**src/sww_pkg.sv**
```systemverilog
// Purpose: constants and types for the supervisor / wake-up / watchdog block
// Assumes: core_clk at 20 MHz; all analog comparators arrive as digital levels
// Notes:   times are kept in ns and turned into cycle counts here
// Contract
// - flag low-voltage below undervoltage threshold, high-voltage above overvoltage threshold
// - flag over-temperature prewarning ahead of regulator thermal shutdown
// - LIN overtemp, TXD stuck, RXD short disable driver until gone and read
// - LIN over-current sets its flag and keeps the driver enabled
// - separate interrupt sources for high-side and low-side thermal shutdown
// - hold reset pin low during any reset condition, then 1 ms more
// - regulator output below reset threshold issues a reset
// - regulator over-temperature disables regulator and sets its flag regardless of voltage
// - filtered low on reset pin holds reset-mode safe state, also in stop
// - externally released reset pin adds no extension delay
// - stop wake by interrupt, sleep wake by full reset; source readable
// - per-input wake enables; present wake input states reported
// - wake input selected in analog mux cannot wake the device
// - cyclic sense samples periodically, wakes on change; exclusive with forced wake
// - chip-select rising edge wakes from stop with no interrupt or flag
// - LIN wake needs long dominant pulse then recessive; stuck dominant never wakes
// - filtered reset-pin low in stop wakes silently to normal-request or normal
// - mode writes clear watchdog; early clear or timeout resets; prescaler set
// - grounded watchdog config disables watchdog, skips normal-request, sampled in reset
// - open watchdog config uses internal 150 ms timebase and flags fault
// - normal-request has no window; 150 ms without normal command resets
// - interrupt pin low while pending, high after the source read
// - no interrupt while reset pin is low
// - interrupt enable mask keeps masked sources off the interrupt pin
package sww_pkg;

    localparam int unsigned CLK_PERIOD_NS = 50;

    localparam int unsigned RST_EXT_NS    = 1000000;
    localparam int unsigned NR_TIMEOUT_NS = 150000000;
    localparam int unsigned WD_INT_NS     = 150000000;
    localparam int unsigned WD_RES_NS     = 10000000;
    localparam int unsigned GLITCH_NS     = 10000;
    localparam int unsigned LIN_WAKE_NS   = 100000;
    localparam int unsigned CYC_BASE_NS   = 10000000;
    localparam int unsigned SAMPLE_NS     = 800;

    // least times round up, longest times round down
    localparam int unsigned RST_EXT_CYC   = (RST_EXT_NS + CLK_PERIOD_NS - 1) / CLK_PERIOD_NS;
    localparam int unsigned NR_TO_CYC     = NR_TIMEOUT_NS / CLK_PERIOD_NS;
    localparam int unsigned WD_INT_CYC    = WD_INT_NS / CLK_PERIOD_NS;
    localparam int unsigned WD_RES_CYC    = WD_RES_NS / CLK_PERIOD_NS;
    localparam int unsigned GLITCH_CYC    = (GLITCH_NS + CLK_PERIOD_NS - 1) / CLK_PERIOD_NS;
    localparam int unsigned LIN_WAKE_CYC  = (LIN_WAKE_NS + CLK_PERIOD_NS - 1) / CLK_PERIOD_NS;
    localparam int unsigned CYC_BASE_CYC  = CYC_BASE_NS / CLK_PERIOD_NS;
    localparam int unsigned SAMPLE_CYC    = (SAMPLE_NS + CLK_PERIOD_NS - 1) / CLK_PERIOD_NS;

    localparam int unsigned TMR_W = 26;

    localparam logic [1:0] MODE_NORMAL = 2'h0;
    localparam logic [1:0] MODE_STOP   = 2'h1;
    localparam logic [1:0] MODE_SLEEP  = 2'h2;

    localparam int unsigned INT_LOWV = 0;
    localparam int unsigned INT_HIGHV = 1;
    localparam int unsigned INT_PREW = 2;
    localparam int unsigned INT_LIN  = 3;
    localparam int unsigned INT_HS   = 4;
    localparam int unsigned INT_LS   = 5;
    localparam int unsigned INT_WAKE = 6;
    localparam int unsigned INT_W    = 7;

    localparam int unsigned WK_LX    = 0;
    localparam int unsigned WK_LIN   = 1;
    localparam int unsigned WK_TIMER = 2;
    localparam int unsigned WK_W     = 3;

    localparam int unsigned LF_OT    = 0;
    localparam int unsigned LF_TXD   = 1;
    localparam int unsigned LF_RXD   = 2;

    typedef enum logic [2:0] {
        SWW_RESET,
        SWW_NORMREQ,
        SWW_NORMAL,
        SWW_STOP,
        SWW_SLEEP
    } sww_mode_e;

endpackage

```
**src/sww_sync.sv**
```systemverilog
// Purpose: two-stage synchroniser for a vector of asynchronous levels
// Assumes: bits are independent levels; no bus coherency needed
// Notes:   reset value chosen per instance to match the idle pin level
module sww_sync #(
    parameter int unsigned         WIDTH = 1,
    parameter logic [WIDTH-1:0]    RV    = '0
) (
    input  wire logic              core_clk, // clock
    input  wire logic              rst_b,    // async reset
    input  wire logic [WIDTH-1:0]  din,      // raw levels
    output logic      [WIDTH-1:0]  dout      // synchronised levels
);
    logic [WIDTH-1:0] stage1;

    always_ff @(posedge core_clk or negedge rst_b)
    begin
        if (!rst_b)
        begin
            stage1 <= RV;
            dout   <= RV;
        end
        else
        begin
            stage1 <= din;
            dout   <= stage1;
        end
    end
endmodule // sww_sync

```
**src/sww_timer.sv**
```systemverilog
// Purpose: saturating up-counter; clears whenever run is low
// Assumes: limit is stable while run is high
// Notes:   done is a level that holds while run stays high after reaching limit
module sww_timer #(
    parameter int unsigned W = 26
) (
    input  wire logic          core_clk, // clock
    input  wire logic          rst_b,    // async reset
    input  wire logic          run,      // count while high
    input  wire logic [W-1:0]  limit,    // terminal count
    output logic      [W-1:0]  count,    // elapsed cycles
    output logic               done      // count reached limit
);
    if (W < 2)
    begin : g_chk
        $error("sww_timer: W too small");
    end

    assign done = (count == limit);

    always_ff @(posedge core_clk or negedge rst_b)
    begin
        if (!rst_b)
            count <= '0;
        else if (!run)
            count <= '0;
        else if (!done)
            count <= count + W'(1);
    end
endmodule // sww_timer

```
**src/sww_supervisor.sv**
```systemverilog
// Purpose: mode sequencer, reset pin, interrupts, wake-up and window watchdog
// Assumes: SPI decoding lives outside; reads and mode writes arrive as 1-cycle pulses
// Notes:   reset pin is open-drain, low only; pin levels pass two flip-flops first
module sww_supervisor
    import sww_pkg::*;
#(
    parameter int unsigned RST_EXT  = RST_EXT_CYC,
    parameter int unsigned NR_TO    = NR_TO_CYC,
    parameter int unsigned WD_INT   = WD_INT_CYC,
    parameter int unsigned WD_RES   = WD_RES_CYC,
    parameter int unsigned CYC_BASE = CYC_BASE_CYC,
    parameter int unsigned LIN_WAKE = LIN_WAKE_CYC,
    parameter int unsigned GLITCH   = GLITCH_CYC,
    parameter int unsigned N_WAKE   = 4
) (
    input  wire logic              core_clk,       // 20 MHz clock
    input  wire logic              rst_b,          // async reset, active low
    input  wire logic              supplyUnderIn,  // battery below undervoltage threshold
    input  wire logic              supplyOverIn,   // battery above overvoltage threshold
    input  wire logic              preWarnIn,      // temperature prewarning
    input  wire logic              linOverTempIn,  // LIN driver over-temperature
    input  wire logic              txdStuckIn,     // transmit line stuck dominant
    input  wire logic              rxdShortIn,     // receive line short
    input  wire logic              linOverCurIn,   // LIN over-current
    input  wire logic              hsOverTempIn,   // high-side thermal shutdown
    input  wire logic              lsOverTempIn,   // low-side thermal shutdown
    input  wire logic              regLowIn,       // regulator below reset threshold
    input  wire logic              regOverTempIn,  // regulator over-temperature
    input  wire logic              wdConfGndIn,    // watchdog config pin grounded
    input  wire logic              wdConfOpenIn,   // watchdog config pin open
    input  wire logic              linDominantIn,  // LIN bus dominant
    input  wire logic              csPin_b,        // SPI chip select pin
    input  wire logic              rstPinIn,       // reset pin level
    input  wire logic [N_WAKE-1:0] wakeIn,         // wake input levels
    input  wire logic              modeWrite,      // mode bits written (pulse)
    input  wire logic [1:0]        modeBits,       // mode code written
    input  wire logic              cyclicSelect,   // timer in cyclic/forced mode
    input  wire logic [1:0]        periodSelect,   // cyclic period select
    input  wire logic [1:0]        wdPrescale,     // watchdog prescaler
    input  wire logic [N_WAKE-1:0] wakeEnable,     // per-input wake enable
    input  wire logic [N_WAKE-1:0] muxSelect,      // input routed to analog mux
    input  wire logic [1:0]        hsEnable,       // high-side switch enables
    input  wire logic [INT_W-1:0]  intEnable,      // interrupt mask, 1 = enabled
    input  wire logic              srcRead,        // source register read (pulse)
    input  wire logic              linStatusRead,  // LIN status read (pulse)
    input  wire logic              wakeStatusRead, // wake status read (pulse)
    output logic                   irqPin_b,       // interrupt pin, low = pending
    output logic                   rstPinOut,      // reset pin drive level
    output logic                   rstPinOe,       // reset pin driven low
    output logic                   regEnable,      // main regulator on
    output logic                   linDrvEnable,   // LIN transmitter enabled
    output logic                   hsCyclicOn,     // high side on for sensing
    output sww_mode_e              modeNow,        // present mode
    output logic [INT_W-1:0]       intSource,      // latched interrupt sources
    output logic [2:0]             linFault,       // latched LIN driver faults
    output logic                   linOcFlag,      // latched LIN over-current
    output logic                   regOtFlag,      // latched regulator overtemp
    output logic [WK_W-1:0]        wakeSource,     // latched wake source
    output logic [N_WAKE-1:0]      wakeInState,    // present wake input states
    output logic                   wdOffFlag,      // watchdog disabled by pin
    output logic                   wdFaultFlag     // watchdog timebase fault
);
    // the pin reads low two cycles after we release it; a shorter filter would trip
    if ((WD_INT << 3) >= (1 << TMR_W) || (CYC_BASE << 3) >= (1 << TMR_W) ||
        NR_TO >= (1 << TMR_W) || RST_EXT == 0 || GLITCH < 3)
    begin : g_chk
        $error("sww_supervisor: timing parameter out of range");
    end

    localparam logic [TMR_W-1:0] L_RST_EXT  = TMR_W'(RST_EXT);
    localparam logic [TMR_W-1:0] L_NR_TO    = TMR_W'(NR_TO);
    localparam logic [TMR_W-1:0] L_GLITCH   = TMR_W'(GLITCH);
    localparam logic [TMR_W-1:0] L_LIN_WAKE = TMR_W'(LIN_WAKE);
    localparam logic [7:0]       L_SAMPLE   = 8'(SAMPLE_CYC);

    logic [13:0]       syncA;
    logic [1:0]        syncB;
    logic              uvS, ovS, pwS, linOtS, txdS, rxdS, linOcS;
    logic              hsOtS, lsOtS, regLowS, regOtS, wdGndS, wdOpenS, linDomS;
    logic              csS, rstS, csPrev;
    logic              extMode, next_extMode;
    sww_mode_e         next_mode;
    logic [N_WAKE-1:0] snap;
    logic [7:0]        sampleCnt;

    sww_sync #(.WIDTH(14), .RV(14'h0000)) u_syncA (
        .core_clk (core_clk),
        .rst_b    (rst_b),
        .din      ({supplyUnderIn, supplyOverIn, preWarnIn, linOverTempIn, txdStuckIn,
                    rxdShortIn, linOverCurIn, hsOverTempIn, lsOverTempIn, regLowIn,
                    regOverTempIn, wdConfGndIn, wdConfOpenIn, linDominantIn}),
        .dout     (syncA)
    );
    sww_sync #(.WIDTH(N_WAKE), .RV('0)) u_syncW (
        .core_clk (core_clk),
        .rst_b    (rst_b),
        .din      (wakeIn),
        .dout     (wakeInState)
    );
    sww_sync #(.WIDTH(2), .RV(2'h3)) u_syncB (
        .core_clk (core_clk),
        .rst_b    (rst_b),
        .din      ({csPin_b, rstPinIn}),
        .dout     (syncB)
    );
    assign {uvS, ovS, pwS, linOtS, txdS, rxdS, linOcS, hsOtS, lsOtS, regLowS,
            regOtS, wdGndS, wdOpenS, linDomS} = syncA;
    assign {csS, rstS} = syncB;

    wire lowPower = (modeNow == SWW_STOP) || (modeNow == SWW_SLEEP);

    // glitch filter; our own drive is not taken for an external reset
    logic rstLowF;
    sww_timer #(.W(TMR_W)) u_glitch (
        .core_clk (core_clk), .rst_b (rst_b),
        .run      (!rstS && !rstPinOe), .limit (L_GLITCH),
        .count    (), .done (rstLowF)
    );

    // extension counts only once the internal cause is gone
    logic extDone;
    sww_timer #(.W(TMR_W)) u_ext (
        .core_clk (core_clk), .rst_b (rst_b),
        .run      (modeNow == SWW_RESET && !extMode && !regLowS), .limit (L_RST_EXT),
        .count    (), .done (extDone)
    );

    logic nrTimeout;
    sww_timer #(.W(TMR_W)) u_nr (
        .core_clk (core_clk), .rst_b (rst_b),
        .run      (modeNow == SWW_NORMREQ), .limit (L_NR_TO),
        .count    (), .done (nrTimeout)
    );

    // internal timebase when the config pin is open
    wire [TMR_W-1:0] wdBase   = wdFaultFlag ? TMR_W'(WD_INT) : TMR_W'(WD_RES);
    wire [TMR_W-1:0] wdPeriod = wdBase << wdPrescale;
    wire             wdClr    = modeWrite && modeBits == MODE_NORMAL && modeNow == SWW_NORMAL;
    logic [TMR_W-1:0] wdCount;
    logic             wdOvf;
    sww_timer #(.W(TMR_W)) u_wd (
        .core_clk (core_clk), .rst_b (rst_b),
        .run      (modeNow == SWW_NORMAL && !wdOffFlag && !wdClr), .limit (wdPeriod),
        .count    (wdCount), .done (wdOvf)
    );
    // closed first half, overflow after the full period
    wire wdFail = modeNow == SWW_NORMAL && !wdOffFlag &&
                  (wdOvf || (wdClr && wdCount < (wdPeriod >> 1)));

    // dominant must outlast the minimum before release counts
    logic linLong;
    sww_timer #(.W(TMR_W)) u_lin (
        .core_clk (core_clk), .rst_b (rst_b),
        .run      (lowPower && linDomS), .limit (L_LIN_WAKE),
        .count    (), .done (linLong)
    );
    wire linWake = lowPower && !linDomS && linLong;

    // period timer shared by cyclic sense and forced wake
    logic perEnd;
    sww_timer #(.W(TMR_W)) u_cyc (
        .core_clk (core_clk), .rst_b (rst_b),
        .run      (lowPower && cyclicSelect && !perEnd),
        .limit    (TMR_W'(CYC_BASE) << periodSelect),
        .count    (), .done (perEnd)
    );

    // mux-selected inputs are excluded from wake
    wire lxChange  = |((wakeInState ^ snap) & wakeEnable & ~muxSelect);
    wire lxWake    = lowPower && !cyclicSelect && lxChange;
    // sampling only while the high side is on, judged at its end
    wire cycWake   = lowPower && hsCyclicOn && sampleCnt == 8'h01 && lxChange;
    // no high side enabled selects forced wake, so both cannot run
    wire forceWake = lowPower && cyclicSelect && perEnd && hsEnable == 2'h0;
    // chip-select rising edge, stop only, nothing recorded
    wire csWake    = modeNow == SWW_STOP && csS && !csPrev;
    wire flagWake  = lxWake || cycWake || forceWake || linWake;
    wire exitMode  = wdGndS ? 1'b1 : 1'b0;

    always_comb
    begin
        next_mode = modeNow;
        unique case (modeNow)
            SWW_RESET:
                if (extMode ? !rstLowF : extDone)
                    next_mode = exitMode ? SWW_NORMAL : SWW_NORMREQ;
            SWW_NORMREQ:
                if (nrTimeout)
                    next_mode = SWW_RESET;
                else if (modeWrite && modeBits == MODE_NORMAL)
                    next_mode = SWW_NORMAL;
            SWW_NORMAL:
                if (wdFail)
                    next_mode = SWW_RESET;
                else if (modeWrite && modeBits == MODE_STOP)
                    next_mode = SWW_STOP;
                else if (modeWrite && modeBits == MODE_SLEEP)
                    next_mode = SWW_SLEEP;
            SWW_STOP:
                if (flagWake || csWake)
                    next_mode = wdOffFlag ? SWW_NORMAL : SWW_NORMREQ;
            SWW_SLEEP:
                // sleep wake goes through a full reset
                if (flagWake)
                    next_mode = SWW_RESET;
        endcase
        // regulator is off in sleep, so its monitor and the pin are ignored there
        if (modeNow != SWW_SLEEP)
        begin
            // external reset holds the safe state, stop included
            // a reset-pin wake from stop takes this path, silently
            if (rstLowF)
                next_mode = SWW_RESET;
            else if (regLowS)
                next_mode = SWW_RESET;
        end
    end

    assign next_extMode = (next_mode == SWW_RESET) && rstLowF && !regLowS;

    always_ff @(posedge core_clk or negedge rst_b)
    begin
        if (!rst_b)
        begin
            modeNow   <= SWW_RESET;
            extMode   <= 1'b0;
            rstPinOe  <= 1'b1;
            rstPinOut <= 1'b0;
            csPrev    <= 1'b1;
        end
        else
        begin
            modeNow   <= next_mode;
            extMode   <= next_extMode;
            // pin held low for the whole internal reset
            rstPinOe  <= (next_mode == SWW_RESET) && !next_extMode;
            rstPinOut <= 1'b0;
            csPrev    <= csS;
        end
    end

    // watchdog strap caught only while in reset mode
    always_ff @(posedge core_clk or negedge rst_b)
    begin
        if (!rst_b)
        begin
            wdOffFlag   <= 1'b0;
            wdFaultFlag <= 1'b0;
        end
        else if (modeNow == SWW_RESET)
        begin
            wdOffFlag   <= wdGndS;
            wdFaultFlag <= wdOpenS;
        end
    end

    // snapshot on entry, high side pulsed at each period end
    always_ff @(posedge core_clk or negedge rst_b)
    begin
        if (!rst_b)
        begin
            snap       <= '0;
            hsCyclicOn <= 1'b0;
            sampleCnt  <= 8'h00;
        end
        else
        begin
            if (!lowPower)
                snap <= wakeInState;
            if (lowPower && cyclicSelect && perEnd && hsEnable != 2'h0)
            begin
                hsCyclicOn <= 1'b1;
                sampleCnt  <= L_SAMPLE;
            end
            else if (sampleCnt > 8'h01 && lowPower)
                sampleCnt <= sampleCnt - 8'h01;
            else
            begin
                hsCyclicOn <= 1'b0;
                sampleCnt  <= 8'h00;
            end
        end
    end

    wire [2:0] linCond   = {rxdS, txdS, linOtS};
    wire       intModeOk = modeNow == SWW_NORMAL || modeNow == SWW_NORMREQ ||
                           modeNow == SWW_STOP;
    wire [INT_W-1:0] intSet;
    assign intSet[INT_LOWV]  = intModeOk && uvS;
    assign intSet[INT_HIGHV] = intModeOk && ovS;
    assign intSet[INT_PREW]  = intModeOk && pwS;
    assign intSet[INT_LIN]   = intModeOk && (|linCond || linOcS);
    // high side and low side kept apart
    assign intSet[INT_HS]    = intModeOk && hsOtS;
    assign intSet[INT_LS]    = intModeOk && lsOtS;
    // stop wake raises the wake interrupt, chip select excluded
    assign intSet[INT_WAKE]  = modeNow == SWW_STOP && flagWake;

    wire [2:0] next_linFault = (linFault & ~({3{linStatusRead}} & ~linCond)) | linCond;
    wire [WK_W-1:0] wakeSet  = {forceWake, linWake, lxWake || cycWake};
    // reset pin low blocks the interrupt
    wire irqAllowed = intModeOk && !rstLowF && !rstPinOe;

    always_ff @(posedge core_clk or negedge rst_b)
    begin
        if (!rst_b)
        begin
            intSource    <= '0;
            linFault     <= 3'h0;
            linOcFlag    <= 1'b0;
            regOtFlag    <= 1'b0;
            wakeSource   <= '0;
            linDrvEnable <= 1'b1;
            regEnable    <= 1'b1;
            irqPin_b     <= 1'b1;
        end
        else
        begin
            // sticky until read; a new event wins over the clear
            intSource    <= (intSource & ~{INT_W{srcRead}}) | intSet;
            // latched until read with the cause gone
            linFault     <= next_linFault;
            linDrvEnable <= ~|next_linFault;
            // over-current only flags, driver stays on
            linOcFlag    <= (linOcFlag & ~linStatusRead) | linOcS;
            // overtemp flag independent of output voltage
            regOtFlag    <= (regOtFlag & ~srcRead) | regOtS;
            // regulator off on overtemp and in sleep
            regEnable    <= !regOtS && next_mode != SWW_SLEEP;
            // wake source kept across the reset sequence
            wakeSource   <= (wakeSource & ~{WK_W{wakeStatusRead}}) | wakeSet;
            // low while an enabled source is pending
            // only enabled sources reach the pin
            irqPin_b     <= !(irqAllowed && |((intSource & ~{INT_W{srcRead}}) & intEnable));
        end
    end
endmodule // sww_supervisor

```
**config.mk**
```make
export PLATFORM = sky130hd
export DESIGN_NAME = sww_supervisor
export DESIGN_NICKNAME = d
export VERILOG_FILES = /design/src/sww_pkg.sv /design/src/sww_sync.sv /design/src/sww_timer.sv /design/src/sww_supervisor.sv
export SDC_FILE = /design/constraint.sdc
export NUM_CORES = 1
export LEC_CHECK = 0
export ABC_AREA = 1
export BUFFER_PORTS_ARGS = -buffer_cell sky130_fd_sc_hd__buf_2
export CORE_MARGIN = 2
export CORE_UTILIZATION = 40
export DETAILED_ROUTE_END_ITERATION = 6
export PLACE_DENSITY = 0.53
export SETUP_SLACK_MARGIN = 0.02
export SYNTH_ARGS = -nofsm -noshare
export SYNTH_HDL_FRONTEND = slang
export SYNTH_SLANG_ARGS = --single-unit
```
**constraint.sdc**
```tcl
create_clock -name core_clk -period 6.3 [get_ports core_clk]
set_input_delay 0.63 -clock core_clk [delete_from_list [all_inputs] [get_ports core_clk]]
set_output_delay 0.63 -clock core_clk [all_outputs]
set_load 0.03 [all_outputs]
```
==> results.py <==
metrics = {
    "routing": {
        "routed_via_density": 4.95,
        "first_pass_iters": 5,
        "drc": 0,
        "wire_per_inst_um": 13.8,
        "wl_um": 31400,
        "vias": 11300,
        "antenna_left": 0,
        "drtIter0Drc": 755,
    },
    "clock_tree": {
        "htreeDepth": 1,
        "path_clk_slew_ns": 0.07,
        "clockBufferDepth": 3,
        "post_cts_resized": 0,
        "post_cts_buffers": 0,
        "cts.sinks": 235,
        "holdBufCountCts": 0,
        "numCtsBuffers": 28,
        "clk-insertion-delay-late_ns": 0.54,
        "cts_tree": "done",
        "clockRootBuffer": "clkbuf_16",
    },
    "worst_setup_path": {
        "r2r_setup_slack_ns": 3.29,
        "worstPathCellList": "inv_1 -> ha_1 -> inv_1 -> nand2_1 -> nand2_1 -> ha_1 -> nand2_1 -> nor2_1 -> nand4_1 -> nor2_1 -> nand2_1 -> nand3_1 -> nand2_1 -> nand2_2 -> nand3_1 -> a21oi_2 -> nand3b_1 -> nor2_1",
        "critical_path.slowest_cell": "dfrtp_1",
        "crit_top_cell": "nand2_1",
        "required_ns": 6.73,
        "setup.worst_path.class": "reg -> reg",
        "startpoint_type": "flop",
        "cp-startpoint": "wdFaultFlag",
        "cp_slowest_stage_delay_ns": 0.52,
        "r2r-start": "wdFaultFlag",
        "critPathMaxFanout": 9,
        "ff2ff_path_depth": 18,
        "end_kind": "flop",
        "worstPathArrival_ns": 3.45,
        "r2r-end": "extMode",
    },
    "finish": {
        "nets": 1906,
        "antenna_cells": 0,
        "syn_to_final_growth_pct": 14.3,
        "drive_above_1_share_pct": 10.4,
    },
    "sta": {
        "hold_viol": 0,
        "min_period_ns": 3.01,
        "fmax_mhz": 332,
        "fin_worst_skew_ns": 0.0112,
        "whs_ns": 0.0447,
        "drv_slew": 0,
        "setup_viol": 0,
        "slew-limit-headroom_pct": 37.9,
        "grt_setup_unrepaired": "no",
        "fin_crit_sh_pct": 47.8,
        "worstMarginPinSlew_ns": 0.931,
        "setup_tns_ns": 0,
    },
    "pwr": {
        "power.density_nw_per_um2": 259,
        "vdd_drop_max_v": 0.000176,
        "static-leakage-power_nw": 6.83,
    },
    "synthesis": {
        "ys_top_cells_by_area": "dfrtp_1 43%, nand2_1 9.8%, inv_1 7.9%",
        "ys_warn_count": 0,
        "yosysSeqAreaShare_pct": 45.1,
        "ys_ff_latch": 235,
        "netlist_instances": 1717,
        "async_flop_share_pct": 100,
        "synth_commonest_cells": "340 x nand2_1, 274 x inv_1, 226 x dfrtp_1",
        "post-synth-top-area-cell": "dfrtp_1",
        "synth_top_area_share_pct": 43.3,
        "synth_cell_types": 48,
        "synth_edf_count": 0,
        "synthMostInstantiatedCell": "nand2_1",
        "syn_nets": 1812,
        "syn_area_um2": 13100,
        "ys.flop_type": "dfrtp_1",
        "synth_area_per_cell_um2": 7.61,
    },
    "job": {
        "maxCapViolations": 0,
    },
    "status": {
        "status": "complete, no violations",
    },
    "grt": {
        "grt-ovfl-total": 0,
        "grt_max_degree": 160,
        "grt_pass1_vias": 10900,
        "grt_usage_pct": 19.0,
        "antenna_found_initial": 1,
        "grt_pass1_wl_um": 53700,
    },
    "placement": {
        "portBuffers": 78,
        "gp_congestion": 0.912,
        "dp_hpwl_um": 23300,
    },
    "floorplan": {
        "row_count": 66,
        "die_w_um": 185,
        "io_pins": 80,
        "design.die.area_um2": 34100,
        "start_util_pct": 40.3,
        "die_h_um": 185,
        "core_um2": 32400,
    },
    "hold_path": {
        "hold_class": "in -> async",
    },
}
worst max-delay path by stage:
stage | end | slack, ns | cells after the start
floorplan | extMode | 3.56 | 18
CTS | extMode | 3.31 | 18
finish | extMode | 3.29 | 18
detailed placement | extMode | 3.12 | 19
global route | extMode | 2.93 | 18
global placement | extMode | 3.20 | 19
registers in the layout, indices dropped and copies added (netlist names), 7 cells and up:
name            flops
u_glitch.count     26
intSource           7
u_syncA.dout       14
u_syncA.stage1     14
u_wd.count         26
sampleCnt           8
u_lin.count        26
u_nr.count         26
u_cyc.count        26
u_ext.count        26
critical path, delay by kind of cell (launching register included):
family	cells	cell delay, ns
adder cells (fa/ha/maj)	2	0.67
AND/OR/NAND/NOR	13	1.28
AO/OA/AOI/OAI	1	0.19
buffers and inverters	2	0.25
flip-flops	1	0.52
through the flow:
step	setup WS (ns)	cells	power [mW]	area, um2	utilization, %
after floorplan	3.56	1717	2.05	13100	-
final	3.29	2275	3.86	14900	46.1
after CTS	3.31	2275	3.93	14900	46.1
after detailed placement	3.12	2223	2.27	14000	43.2
after global routing	2.93	2275	4.09	14900	46.1
after global placement	3.20	2223	2.27	14000	43.2
metal layers:
| layer | vias up | global-route usage [%] | wire length (um) |
|---|---|---|---|
| li1 | 5805 | - | - |
| met1 | 5241 | 27.2 | 15600 |
| met2 | 159 | 30.6 | 14100 |
| met3 | 46 | 2.41 | 1080 |
| met4 | 0 | 4.63 | 623 |
| met5 | - | 0 | 0 |
power by group:
group          switching [mW]  internal [mW]  total (mW)
registers              0.0560           1.57        1.62
logic                   0.426          0.185       0.612
clock network           0.660          0.961        1.62
total                    1.14           2.71        3.86
area by class of cell:
cell class | count | area, um2
clock buffer | 36 | 822
sequential | 235 | 5890
inverter | 284 | 1070
tap | 442 | 553
timing repair buffer | 82 | 443
fill | 3322 | 17500
clock inverter | 16 | 121
multi-input combinational | 1180 | 6020
cells in the final DEF, fill, tap and decap left out, types with 3 or more instances in the layout:
cell,instances
inv_2,9
nor3_1,88
nor2_1,210
xor2_1,23
buf_2,77
buf_4,3
dfrtp_1,226
clkbuf_16,29
a22o_1,3
o21bai_1,8
a211oi_1,8
nand2_2,10
nand3_1,115
nand2_1,340
nand4_1,46
clkbuf_8,7
clkinv_2,9
o21a_1,7
or2_2,4
nor2_2,9
clkinvlp_4,5
ha_1,45
xnor2_1,4
nor3b_1,6
nand3b_1,5
a21oi_1,102
a31oi_1,12
nor4_1,29
inv_1,274
a221oi_1,3
nor3_2,7
dfstp_2,9
o21ai_0,73
cells by family after synthesis:
| logic type | share of synthesized area [%] |
|---|---|
| AO/OA/AOI/OAI | 9.75 |
| XOR/XNOR | 1.81 |
| adder cells (fa/ha/maj) | 4.31 |
| buffers and inverters | 8.80 |
| flip-flops | 45.1 |
| other | 0.0287 |
| AND/OR/NAND/NOR | 30.2 |
Power figures use the tool's default switching activity.
